<file path="src/rtl/dpcs_defs.svh">
`ifndef DPCS_DEFS_SVH
`define DPCS_DEFS_SVH

// two-wire chip address, upper seven bits of the first byte
`define DPCS_CHIP_ADDR 7'h1A
// two-wire write of this value to this register index switches to push-pull mode
`define DPCS_MODE_REG 8'h3E
`define DPCS_MODE_VAL 16'h007C

// push-pull command codes
`define DPCS_CMD_SRTA 8'hE8
`define DPCS_CMD_RD8 8'h8B
`define DPCS_CMD_RD16 8'h9C
`define DPCS_CMD_RD32 8'hA6
`define DPCS_CMD_WR8 8'h4E
`define DPCS_CMD_WR16 8'h59
`define DPCS_CMD_WR32 8'h63

// bit slots inside one unit
`define DPCS_DATA_BITS 4'h8
`define DPCS_TW_ACK_SLOT 4'h8
`define DPCS_PP_PAR_SLOT 4'h8
`define DPCS_PP_ACK_SLOT 4'h9

// reset values
`define DPCS_RTA_RST 8'h00

`endif

</file>
<file path="src/rtl/dpcs_pkg.sv">
package dpcs_pkg;

    typedef enum logic [9:0] {
        ST_IDLE    = 10'h001,
        ST_TW_ADDR = 10'h002,
        ST_TW_WR   = 10'h004,
        ST_TW_RD   = 10'h008,
        ST_PP_CMD  = 10'h010,
        ST_PP_RTA  = 10'h020,
        ST_PP_REG  = 10'h040,
        ST_PP_WR   = 10'h080,
        ST_PP_RD   = 10'h100,
        ST_SKIP    = 10'h200
    } dpcs_state_t;

endpackage

</file>
<file path="src/rtl/dpcs_slave.sv">
`timescale 1ns/1ps
`include "dpcs_defs.svh"
// Summary of operation
// registers are written and read back over either serial protocol, both on the same clock and data pins.
// once push-pull mode is entered it takes priority and two-wire framing is no longer decoded.
// in two-wire mode the block is a slave only, drives data open-drain, and the host clock stays at 400 KHz or less.
// a two-wire transaction begins when the host pulls data low while the clock is high.
// the first two-wire byte is a 7-bit chip address plus direction bit and only 0011010x is answered.
// after the address is acknowledged, bytes move one at a time in the chosen direction until the end.
// a two-wire transaction ends when the host raises data while the clock is high.
// in push-pull mode the block is one slave of several on a push-pull bus clocked at up to 10MHz.
// a push-pull transaction begins when data falls while the clock is high, then the addressed slave transfers.
// each push-pull unit is followed by a parity bit over the bits before it, which the receiver checks.
// a correct unit gets an active-low acknowledge and a parity error withholds it.
// a set-address command assigns the run-time slave address, which may be changed any number of times.
// push-pull reads return byte, half-word or word data only when the run-time address matches.
// push-pull writes accept byte, half-word or word data only when the run-time address matches.
// the host makes the bus clock and every start and command; the block only samples the clock.
module dpcs_slave (
    // clock and reset
    input wire logic sys_clk,
    input wire logic reset_n,
    // shared serial pins
    input wire logic ctrl_clk_in,
    input wire logic ctrl_dat_in,
    output logic ctrl_dat_out,
    output logic ctrl_dat_oe,
    // register port towards the codec
    output logic [7:0] reg_addr,
    output logic [15:0] reg_wdata,
    output logic [1:0] reg_be,
    output logic reg_wr,
    output logic reg_rd,
    input wire logic [15:0] reg_rdata,
    // status
    output logic pp_mode,
    output logic [7:0] run_time_slave_address
);

    ////////////////////////////////////////////////////////////////////////////////
    // helpers

    // byte of a register word for the given byte index: push-pull is low byte first
    function automatic logic [7:0] dpcs_sel_byte(input logic [15:0] w, input logic k0, input logic pp);
        dpcs_sel_byte = (k0 ^ pp) ? w[7:0] : w[15:8];
    endfunction

    ////////////////////////////////////////////////////////////////////////////////
    // pin synchronisers and edge events

    logic ck_s1_q, ck_s2_q, ck_s3_q;
    logic d_s1_q, d_s2_q, d_s3_q;

    // host clock is only sampled, never generated here  //
    always_ff @(posedge sys_clk or negedge reset_n) begin
        if (!reset_n) begin
            ck_s1_q <= 1'b1;
            ck_s2_q <= 1'b1;
            ck_s3_q <= 1'b1;
            d_s1_q <= 1'b1;
            d_s2_q <= 1'b1;
            d_s3_q <= 1'b1;
        end else begin
            ck_s1_q <= ctrl_clk_in;
            ck_s2_q <= ck_s1_q;
            ck_s3_q <= ck_s2_q;
            d_s1_q <= ctrl_dat_in;
            d_s2_q <= d_s1_q;
            d_s3_q <= d_s2_q;
        end
    end

    logic clk_rise, clk_fall, start_ev, stop_ev;

    // both protocols share the pins and the same start shape  //
    assign clk_rise = ck_s2_q & ~ck_s3_q;
    assign clk_fall = ~ck_s2_q & ck_s3_q;
    assign start_ev = ck_s2_q & ck_s3_q & ~d_s2_q & d_s3_q; // see R4 //
    assign stop_ev = ck_s2_q & ck_s3_q & d_s2_q & ~d_s3_q;

    ////////////////////////////////////////////////////////////////////////////////
    // protocol engine

    dpcs_pkg::dpcs_state_t state_q;
    logic [3:0] cnt_q;
    logic [7:0] rx_q, tx_q, ptr_q, lo_q, hi_q, rta_q;
    logic [1:0] k_q;
    logic [2:0] n_q;
    logic is_rd_q, is_srta_q, ack_drv_q, ack_val_q, pp_q, cap_q;
    logic [15:0] rdata_q;
    logic [7:0] rx_byte;
    logic [3:0] ack_slot;
    logic unit_done, par_ok, is_tx;

    assign ack_slot = (pp_q && state_q != dpcs_pkg::ST_TW_WR) ? `DPCS_PP_ACK_SLOT : `DPCS_TW_ACK_SLOT;
    assign is_tx = (state_q == dpcs_pkg::ST_TW_RD) || (state_q == dpcs_pkg::ST_PP_RD);
    // two-wire finishes on the eighth bit, push-pull on its parity bit
    assign rx_byte = pp_q ? rx_q : {rx_q[6:0], d_s2_q};
    assign par_ok = pp_q ? ((^rx_q) == d_s2_q) : 1'b1;
    assign unit_done = clk_rise && !is_tx && (state_q != dpcs_pkg::ST_IDLE) && (state_q != dpcs_pkg::ST_SKIP)
        && (cnt_q == (pp_q ? `DPCS_PP_PAR_SLOT : 4'h7));

    // read data is taken the cycle after the read strobe
    always_ff @(posedge sys_clk or negedge reset_n) begin
        if (!reset_n) begin
            cap_q <= 1'b0;
            rdata_q <= 16'h0000;
        end else begin
            cap_q <= reg_rd;
            if (cap_q) begin
                rdata_q <= reg_rdata;
            end
        end
    end

    // sequencing of units, addressing and register strobes
    always_ff @(posedge sys_clk or negedge reset_n) begin
        if (!reset_n) begin
            state_q <= dpcs_pkg::ST_IDLE;
            cnt_q <= 4'h0;
            rx_q <= 8'h00;
            tx_q <= 8'h00;
            ptr_q <= 8'h00;
            lo_q <= 8'h00;
            hi_q <= 8'h00;
            rta_q <= `DPCS_RTA_RST;
            k_q <= 2'h0;
            n_q <= 3'h0;
            is_rd_q <= 1'b0;
            is_srta_q <= 1'b0;
            ack_drv_q <= 1'b0;
            ack_val_q <= 1'b0;
            pp_q <= 1'b0;
            reg_wr <= 1'b0;
            reg_rd <= 1'b0;
            reg_addr <= 8'h00;
            reg_wdata <= 16'h0000;
            reg_be <= 2'h0;
        end else begin
            reg_wr <= 1'b0;
            reg_rd <= 1'b0;
            if (start_ev) begin
                // push-pull mode owns the pins once entered  //
                state_q <= pp_q ? dpcs_pkg::ST_PP_CMD : dpcs_pkg::ST_TW_ADDR;
                cnt_q <= 4'h0;
                ack_drv_q <= 1'b0;
                k_q <= 2'h0;
            end else if (stop_ev) begin
                state_q <= dpcs_pkg::ST_IDLE;
                ack_drv_q <= 1'b0;
            end else if (clk_rise && state_q != dpcs_pkg::ST_IDLE) begin
                if (cnt_q == ack_slot) begin
                    cnt_q <= 4'h0;
                    ack_drv_q <= 1'b0;
                    if (is_tx) begin
                        if (ack_drv_q) begin
                            tx_q <= dpcs_sel_byte(rdata_q, 1'b0, pp_q);
                        end else if (!pp_q && d_s2_q) begin
                            state_q <= dpcs_pkg::ST_SKIP; // host nack ends the read
                        end else if (pp_q && ({1'b0, k_q} + 3'h1) == n_q) begin
                            state_q <= dpcs_pkg::ST_SKIP;
                        end else begin
                            k_q <= k_q + 2'h1;
                            tx_q <= dpcs_sel_byte(rdata_q, ~k_q[0], pp_q);
                            // prefetch the next register while its first byte is far away
                            if (!k_q[0]) begin
                                ptr_q <= ptr_q + 8'h01;
                                reg_addr <= ptr_q + 8'h01;
                                reg_rd <= 1'b1;
                            end
                        end
                    end
                end else if (state_q != dpcs_pkg::ST_SKIP) begin
                    cnt_q <= cnt_q + 4'h1;
                    if (cnt_q < `DPCS_DATA_BITS) begin
                        rx_q <= {rx_q[6:0], d_s2_q};
                    end
                end
            end
            if (unit_done) begin
                case (state_q)
                    dpcs_pkg::ST_TW_ADDR: begin
                        if (rx_byte[7:1] == `DPCS_CHIP_ADDR) begin
                            ack_drv_q <= 1'b1;
                            is_rd_q <= rx_byte[0];
                            if (rx_byte[0]) begin
                                state_q <= dpcs_pkg::ST_TW_RD;
                                reg_addr <= ptr_q;
                                reg_rd <= 1'b1;
                            end else begin
                                state_q <= dpcs_pkg::ST_TW_WR;
                            end
                        end else begin
                            state_q <= dpcs_pkg::ST_SKIP;
                        end
                    end
                    dpcs_pkg::ST_TW_WR: begin
                        ack_drv_q <= 1'b1;
                        if (k_q == 2'h0) begin
                            ptr_q <= rx_byte;
                            k_q <= 2'h1;
                        end else if (k_q == 2'h1) begin
                            hi_q <= rx_byte;
                            k_q <= 2'h2;
                        end else begin
                            k_q <= 2'h1;
                            if (ptr_q == `DPCS_MODE_REG && {hi_q, rx_byte} == `DPCS_MODE_VAL) begin
                                pp_q <= 1'b1;
                            end else begin
                                reg_addr <= ptr_q;
                                reg_wdata <= {hi_q, rx_byte};
                                reg_be <= 2'h3;
                                reg_wr <= 1'b1;
                                ptr_q <= ptr_q + 8'h01;
                            end
                        end
                    end
                    dpcs_pkg::ST_PP_CMD: begin
                        // no ack yet: this slave does not know whether it is addressed  //
                        is_srta_q <= (rx_byte == `DPCS_CMD_SRTA);
                        is_rd_q <= rx_byte[7];
                        state_q <= dpcs_pkg::ST_PP_RTA;
                        case (rx_byte)
                            `DPCS_CMD_RD8, `DPCS_CMD_WR8: n_q <= 3'h1;
                            `DPCS_CMD_RD16, `DPCS_CMD_WR16: n_q <= 3'h2;
                            `DPCS_CMD_RD32, `DPCS_CMD_WR32: n_q <= 3'h4;
                            `DPCS_CMD_SRTA: n_q <= 3'h0;
                            default: state_q <= dpcs_pkg::ST_SKIP;
                        endcase
                        if (!par_ok) begin
                            state_q <= dpcs_pkg::ST_SKIP;
                        end
                    end
                    dpcs_pkg::ST_PP_RTA: begin
                        if (is_srta_q) begin
                            ack_drv_q <= 1'b1;
                            ack_val_q <= ~par_ok;
                            if (par_ok) begin
                                rta_q <= rx_byte;
                            end
                            state_q <= dpcs_pkg::ST_SKIP;
                        end else if (rx_byte == rta_q && rta_q != `DPCS_RTA_RST) begin
                            ack_drv_q <= 1'b1; // see R13 //
                            ack_val_q <= ~par_ok;
                            state_q <= par_ok ? dpcs_pkg::ST_PP_REG : dpcs_pkg::ST_SKIP;
                        end else begin
                            state_q <= dpcs_pkg::ST_SKIP; // not ours: stay off the bus
                        end
                    end
                    dpcs_pkg::ST_PP_REG: begin
                        ack_drv_q <= 1'b1;
                        ack_val_q <= ~par_ok;
                        ptr_q <= rx_byte;
                        if (!par_ok) begin
                            state_q <= dpcs_pkg::ST_SKIP;
                        end else if (is_rd_q) begin
                            state_q <= dpcs_pkg::ST_PP_RD;
                            reg_addr <= rx_byte;
                            reg_rd <= 1'b1;
                        end else begin
                            state_q <= dpcs_pkg::ST_PP_WR;
                        end
                    end
                    dpcs_pkg::ST_PP_WR: begin
                        ack_drv_q <= 1'b1;
                        ack_val_q <= ~par_ok;
                        k_q <= k_q + 2'h1;
                        if (!par_ok) begin
                            state_q <= dpcs_pkg::ST_SKIP; // a bad byte aborts the rest of the write
                        end else begin
                            if (n_q == 3'h1) begin
                                reg_addr <= ptr_q;
                                reg_wdata <= {8'h00, rx_byte};
                                reg_be <= 2'h1;
                                reg_wr <= 1'b1;
                            end else if (!k_q[0]) begin
                                lo_q <= rx_byte;
                            end else begin
                                reg_addr <= ptr_q;
                                reg_wdata <= {rx_byte, lo_q};
                                reg_be <= 2'h3;
                                reg_wr <= 1'b1;
                                ptr_q <= ptr_q + 8'h01;
                            end
                            if (({1'b0, k_q} + 3'h1) == n_q) begin
                                state_q <= dpcs_pkg::ST_SKIP;
                            end
                        end
                    end
                    default: begin
                        state_q <= dpcs_pkg::ST_SKIP;
                    end
                endcase
            end
        end
    end

    ////////////////////////////////////////////////////////////////////////////////
    // data pin driver, changes only while the host clock is low

    always_ff @(posedge sys_clk or negedge reset_n) begin
        if (!reset_n) begin
            ctrl_dat_out <= 1'b0;
            ctrl_dat_oe <= 1'b0;
        end else if (start_ev || stop_ev || state_q == dpcs_pkg::ST_IDLE) begin
            ctrl_dat_out <= 1'b0;
            ctrl_dat_oe <= 1'b0;
        end else if (clk_fall) begin
            if (cnt_q == ack_slot && ack_drv_q) begin
                // two-wire pulls low; push-pull drives low for ack, high to withhold it
                ctrl_dat_out <= pp_q ? ack_val_q : 1'b0;
                ctrl_dat_oe <= 1'b1;
            end else if (is_tx && cnt_q < `DPCS_DATA_BITS) begin
                // two-wire is open-drain: only a zero is driven, a one is left to the pull-up  //
                ctrl_dat_out <= pp_q ? tx_q[3'h7 - cnt_q[2:0]] : 1'b0;
                ctrl_dat_oe <= pp_q ? 1'b1 : ~tx_q[3'h7 - cnt_q[2:0]];
            end else if (is_tx && pp_q && cnt_q == `DPCS_PP_PAR_SLOT) begin
                ctrl_dat_out <= ^tx_q;
                ctrl_dat_oe <= 1'b1;
            end else begin
                ctrl_dat_out <= 1'b0;
                ctrl_dat_oe <= 1'b0;
            end
        end
    end

    // status outputs
    assign pp_mode = pp_q;
    assign run_time_slave_address = rta_q;

endmodule

</file>
<file path="config.mk">
export PLATFORM = sky130hd
export DESIGN_NAME = dpcs_slave
export DESIGN_NICKNAME = d
export VERILOG_FILES = /design/src/rtl/dpcs_pkg.sv /design/src/rtl/dpcs_slave.sv
export VERILOG_INCLUDE_DIRS = /design/src /design/src/rtl
export SDC_FILE = /design/constraint.sdc
export NUM_CORES = 1
export LEC_CHECK = 0
export BUFFER_PORTS_ARGS = -buffer_cell sky130_fd_sc_hd__buf_2
export CAP_MARGIN = 20
export CORE_ASPECT_RATIO = 1.2
export CORE_MARGIN = 2
export CORE_UTILIZATION = 40
export DETAILED_ROUTE_END_ITERATION = 8
export SYNTH_ARGS = -nofsm -noshare
export SYNTH_HDL_FRONTEND = slang
export SYNTH_SLANG_ARGS = --single-unit
</file>
<file path="constraint.sdc">
create_clock -name sys_clk -period 5.1 [get_ports sys_clk]
set_input_delay 0.765 -clock sys_clk [delete_from_list [all_inputs] [get_ports sys_clk]]
set_output_delay 0.765 -clock sys_clk [all_outputs]
set_load 0.01 [all_outputs]
</file>
==> impl_metrics.yaml <==
pwr:
  power_frac_comb: 0.207
  switching_share: 0.316
  p_leak_nw: 3.66
  p_clk_frac: 0.412
  power.density_mw_per_mm2: 361
  seqPwrFrac: 0.382
  ir_drop_mv: 0.197
  internal-power_mw: 2.07
  switchingPower_uw: 959
global_routing:
  grt_pass1_wl_mm: 32.3
  grt_max_degree: 62
  overflow: 0
  grt_pass1_vias: 5870
  track_usage: 0.212
  antenna_found_initial: 0
synth:
  synth_edf_count: 0
  ys_seq_elements: 125
  synth_ff_type: "dfrtp_1"
  ys_warn_count: 0
  yosys.cell_types.count: 76
  syn-cell-area_mm2: 0.00731
  synth_cells: 773
  syn_nets: 801
  seq_area_frac_synth: 0.429
  async_flop_share: 1.00
  syn_avg_cell_area_um2: 9.45
setup_path:
  worst-setup-path-type: "flop to flop"
  r2r_setup_slack_ns: 1.39
  crit_required_ns: 5.40
  r2r_end: "ptr_q[5]$_DFF_PN0_"
  cp-start-kind: "flop"
  startpoint: "pp_mode$_DFFE_PN0P_"
  cp.arrival_ns: 4.01
  crit_end: "ptr_q[5]$_DFF_PN0_"
  crit_fanout: 21
  ff2ff_path_depth: 9
  worstSetupEndpointType: "flop"
  reg2reg_from: "pp_mode$_DFFE_PN0P_"
floorplanning:
  num_io_pins: 59
  die_w_um: 127
  core_area_mm2: 0.0180
  die_h_um: 152
  die_area_mm2: 0.0194
  rows: 54
  initial_core_util: 0.405
routing:
  post_drt_wl_per_cell_um: 18.8
  firstDrtPassIters: 5
  wl_met1_mm: 8.55
  vias: 6195
  highest_layer: "met4"
  wl_met3_mm: 1.23
  vias_per_cell: 5.87
  drc: 0
  drt_wl_total_mm: 19.8
  met2_length_mm: 9.25
  first_iter_violations: 572
  ant_nets: 0
place:
  dp_cells: 1024
  routabilityCongestion: 0.902
  post-dp-hpwl_mm: 14.2
  port_buffers: 58
  placed_area_mm2: 0.00778
timing:
  fmaxAchievable_mhz: 270
  totalNegativeSetupSlack_ns: 0
  setup_viol: 0
  rsz0062_at_grt: "no"
  period_minus_slack_ns: 3.71
  period_share: 0.727
  worst_slew_pin_slew_ns: 1.02
  fin_worst_skew_ns: 0.00604
  holdWs_ns: 0.247
  maxSlewHeadroom: 0.320
  hold_viol_final: 0
  slew_violations: 0
finish:
  final_area_mm2: 0.00840
  multi_input_area_mm2: 0.00388
  finalNetCount: 848
  final_cells: 1056
  area_delta_synth_final_pct: 14.9
  seq_area_mm2: 0.00314
  antenna_cells: 0
  n_fill_cell: 1699
  drive_gt1_frac: 0.204
cts:
  clkSinkCount: 125
  cts_tree: "built"
  cts_root_buffer: "clkbuf_16"
  postCtsHoldBufs: 0
  clock_latency_ns: 0.43
  htree_levels: 4
  cts_buffers: 17
  cts_resized: 0
  cts_setup_buffers: 0
  cts_max_path_buffers: 2
  clk_pin_slew_ns: 0.06
job:
  drv_cap: 0
min_path:
  hold_class: "primary input to async pin"
status:
  status: "finished clean"
==> synthesized netlist by cell type, drive strengths merged, types with 3 or more instances <==
library cell | number | area share
o31ai | 4 | 0.0041
and2 | 5 | 0.0043
clkbuf | 20 | 0.010
mux2i | 21 | 0.030
nand2 | 66 | 0.035
o21ai | 62 | 0.042
nand4 | 11 | 0.0094
dfstp | 7 | 0.025
nor2 | 80 | 0.042
nor4b | 4 | 0.0048
xnor2 | 22 | 0.026
a211oi | 17 | 0.017
buf | 26 | 0.019
nand3 | 16 | 0.011
o22ai | 7 | 0.0060
nor4 | 11 | 0.021
a32o | 3 | 0.0041
nor2b | 7 | 0.0060
a221oi | 3 | 0.0036
ha | 8 | 0.014
nor3b | 7 | 0.0087
xor2 | 14 | 0.017
o211ai | 6 | 0.0062
nor3 | 24 | 0.019
o32ai | 3 | 0.0036
nand2b | 10 | 0.0086
a22oi | 12 | 0.012
dfrtp | 118 | 0.40
a21o | 3 | 0.0031
a21oi | 63 | 0.043
and3 | 5 | 0.0043
nand3b | 7 | 0.0072
o221ai | 3 | 0.0036
mux2 | 34 | 0.052
inv | 20 | 0.010
==> layout by cell type, fill, tap and decap left out, types with 5 or more instances in the layout <==
| master | synthesis | layout |
|---|---|---|
| a21oi_1 | 63 | 63 |
| a211oi_1 | 17 | 17 |
| xor2_1 | 14 | 14 |
| nor2b_1 | 7 | 7 |
| nor3_1 | 20 | 20 |
| ha_1 | 8 | 8 |
| nand2_1 | 64 | 64 |
| nor4_1 | 5 | 5 |
| a22oi_1 | 12 | 12 |
| nor4_4 | 5 | 5 |
| xnor2_1 | 22 | 22 |
| o22ai_1 | 7 | 7 |
| and3_1 | 5 | 5 |
| and2_1 | 5 | 5 |
| nand2b_1 | 10 | 10 |
| buf_2 | 21 | 57 |
| o21ai_0 | 54 | 54 |
| mux2i_1 | 20 | 20 |
| o211ai_1 | 6 | 6 |
| clkbuf_16 | 0 | 17 |
| nand3b_1 | 7 | 7 |
| inv_1 | 20 | 20 |
| nor3b_1 | 6 | 6 |
| nor2_1 | 77 | 77 |
| nand4_1 | 11 | 11 |
| o21ai_1 | 8 | 8 |
| mux2_2 | 34 | 34 |
| dfstp_2 | 7 | 7 |
| buf_4 | 2 | 16 |
| nand3_1 | 16 | 16 |
| dfrtp_1 | 118 | 118 |
==> worst min-delay path by stage <==
stage                               endpoint  slack [ns]
final                     ptr_q[5]$_DFF_PN0_        0.25
after global routing      ptr_q[5]$_DFF_PN0_        0.27
after CTS                 ptr_q[5]$_DFF_PN0_        0.26
after detailed placement    d_s2_q$_DFF_PN1_        0.35
after global placement      d_s2_q$_DFF_PN1_        0.35
after floorplan            ck_s2_q$_DFF_PN1_        0.35
==> cell families (layout without fill, tap and decap cells) <==
group / Yosys count / after routing / share of synthesized area
multiplexers: 57 / 57 / 0.0890
adder cells (fa/ha/maj): 8 / 8 / 0.0137
AND/OR/NAND/NOR: 268 / 268 / 0.198
buffers and inverters: 66 / 125 / 0.0395
AO/OA/AOI/OAI: 211 / 211 / 0.181
flip-flops: 125 / 125 / 0.429
XOR/XNOR: 38 / 38 / 0.0493
==> area by class of cell <==
type | instances | share of cell area
inverters | 20 | 0.00894
flip-flops and latches | 125 | 0.373
well taps | 224 | 0.0334
clock inverters | 12 | 0.0192
clock buffers | 19 | 0.0527
multi-input cells | 582 | 0.462
repair buffers | 74 | 0.0501
==> layer usage <==
layer  vias to the layer above  global-route usage
met3                        61              0.0475
li1                       2914                   -
met4                         0               0.104
met5                         -                   0
met1                      2978               0.276
met2                       242               0.334
==> per-stage QoR <==
stage | utilization | worst slack (ns) | power [mW]
2_1_floorplan | - | 2.41 | 1.58
3_3_place_gp | 0.431 | 1.41 | 1.78
3_5_place_dp | 0.431 | 1.36 | 1.78
4_1_cts | 0.465 | 1.34 | 3.05
5_1_grt | 0.466 | 1.08 | 3.16
6_report | 0.466 | 1.39 | 3.03
==> registers in the layout, indices dropped and copies added, names as in the netlist, 8 cells and up <==
signal	flops
tx_q	8
reg_addr	8
rdata_q	16
hi_q	8
state_q	10
rx_q	8
ptr_q	8
lo_q	8
run_time_slave_address	8
reg_wdata	16
==> power groups by stage <==
stage	registers (mW)	clock network [mW]	logic, mW
3_5_place_dp	1.17	0	0.611
5_1_grt	1.17	1.32	0.679
3_3_place_gp	1.17	0	0.607
6_report	1.16	1.25	0.627
4_1_cts	1.15	1.28	0.620
2_1_floorplan	1.08	0	0.495
==> critical path, stage by stage (launching register included) <==
cell      delay (ns)
dfrtp_1         0.81
buf_4           0.40
inv_1           0.20
a41oi_1         0.25
xor2_1          0.29
nor3_2          0.90
o21ai_0         0.29
a21boi_1        0.19
o32a_1          0.16
o211ai_1        0.09
Power figures use the tool's default switching activity.
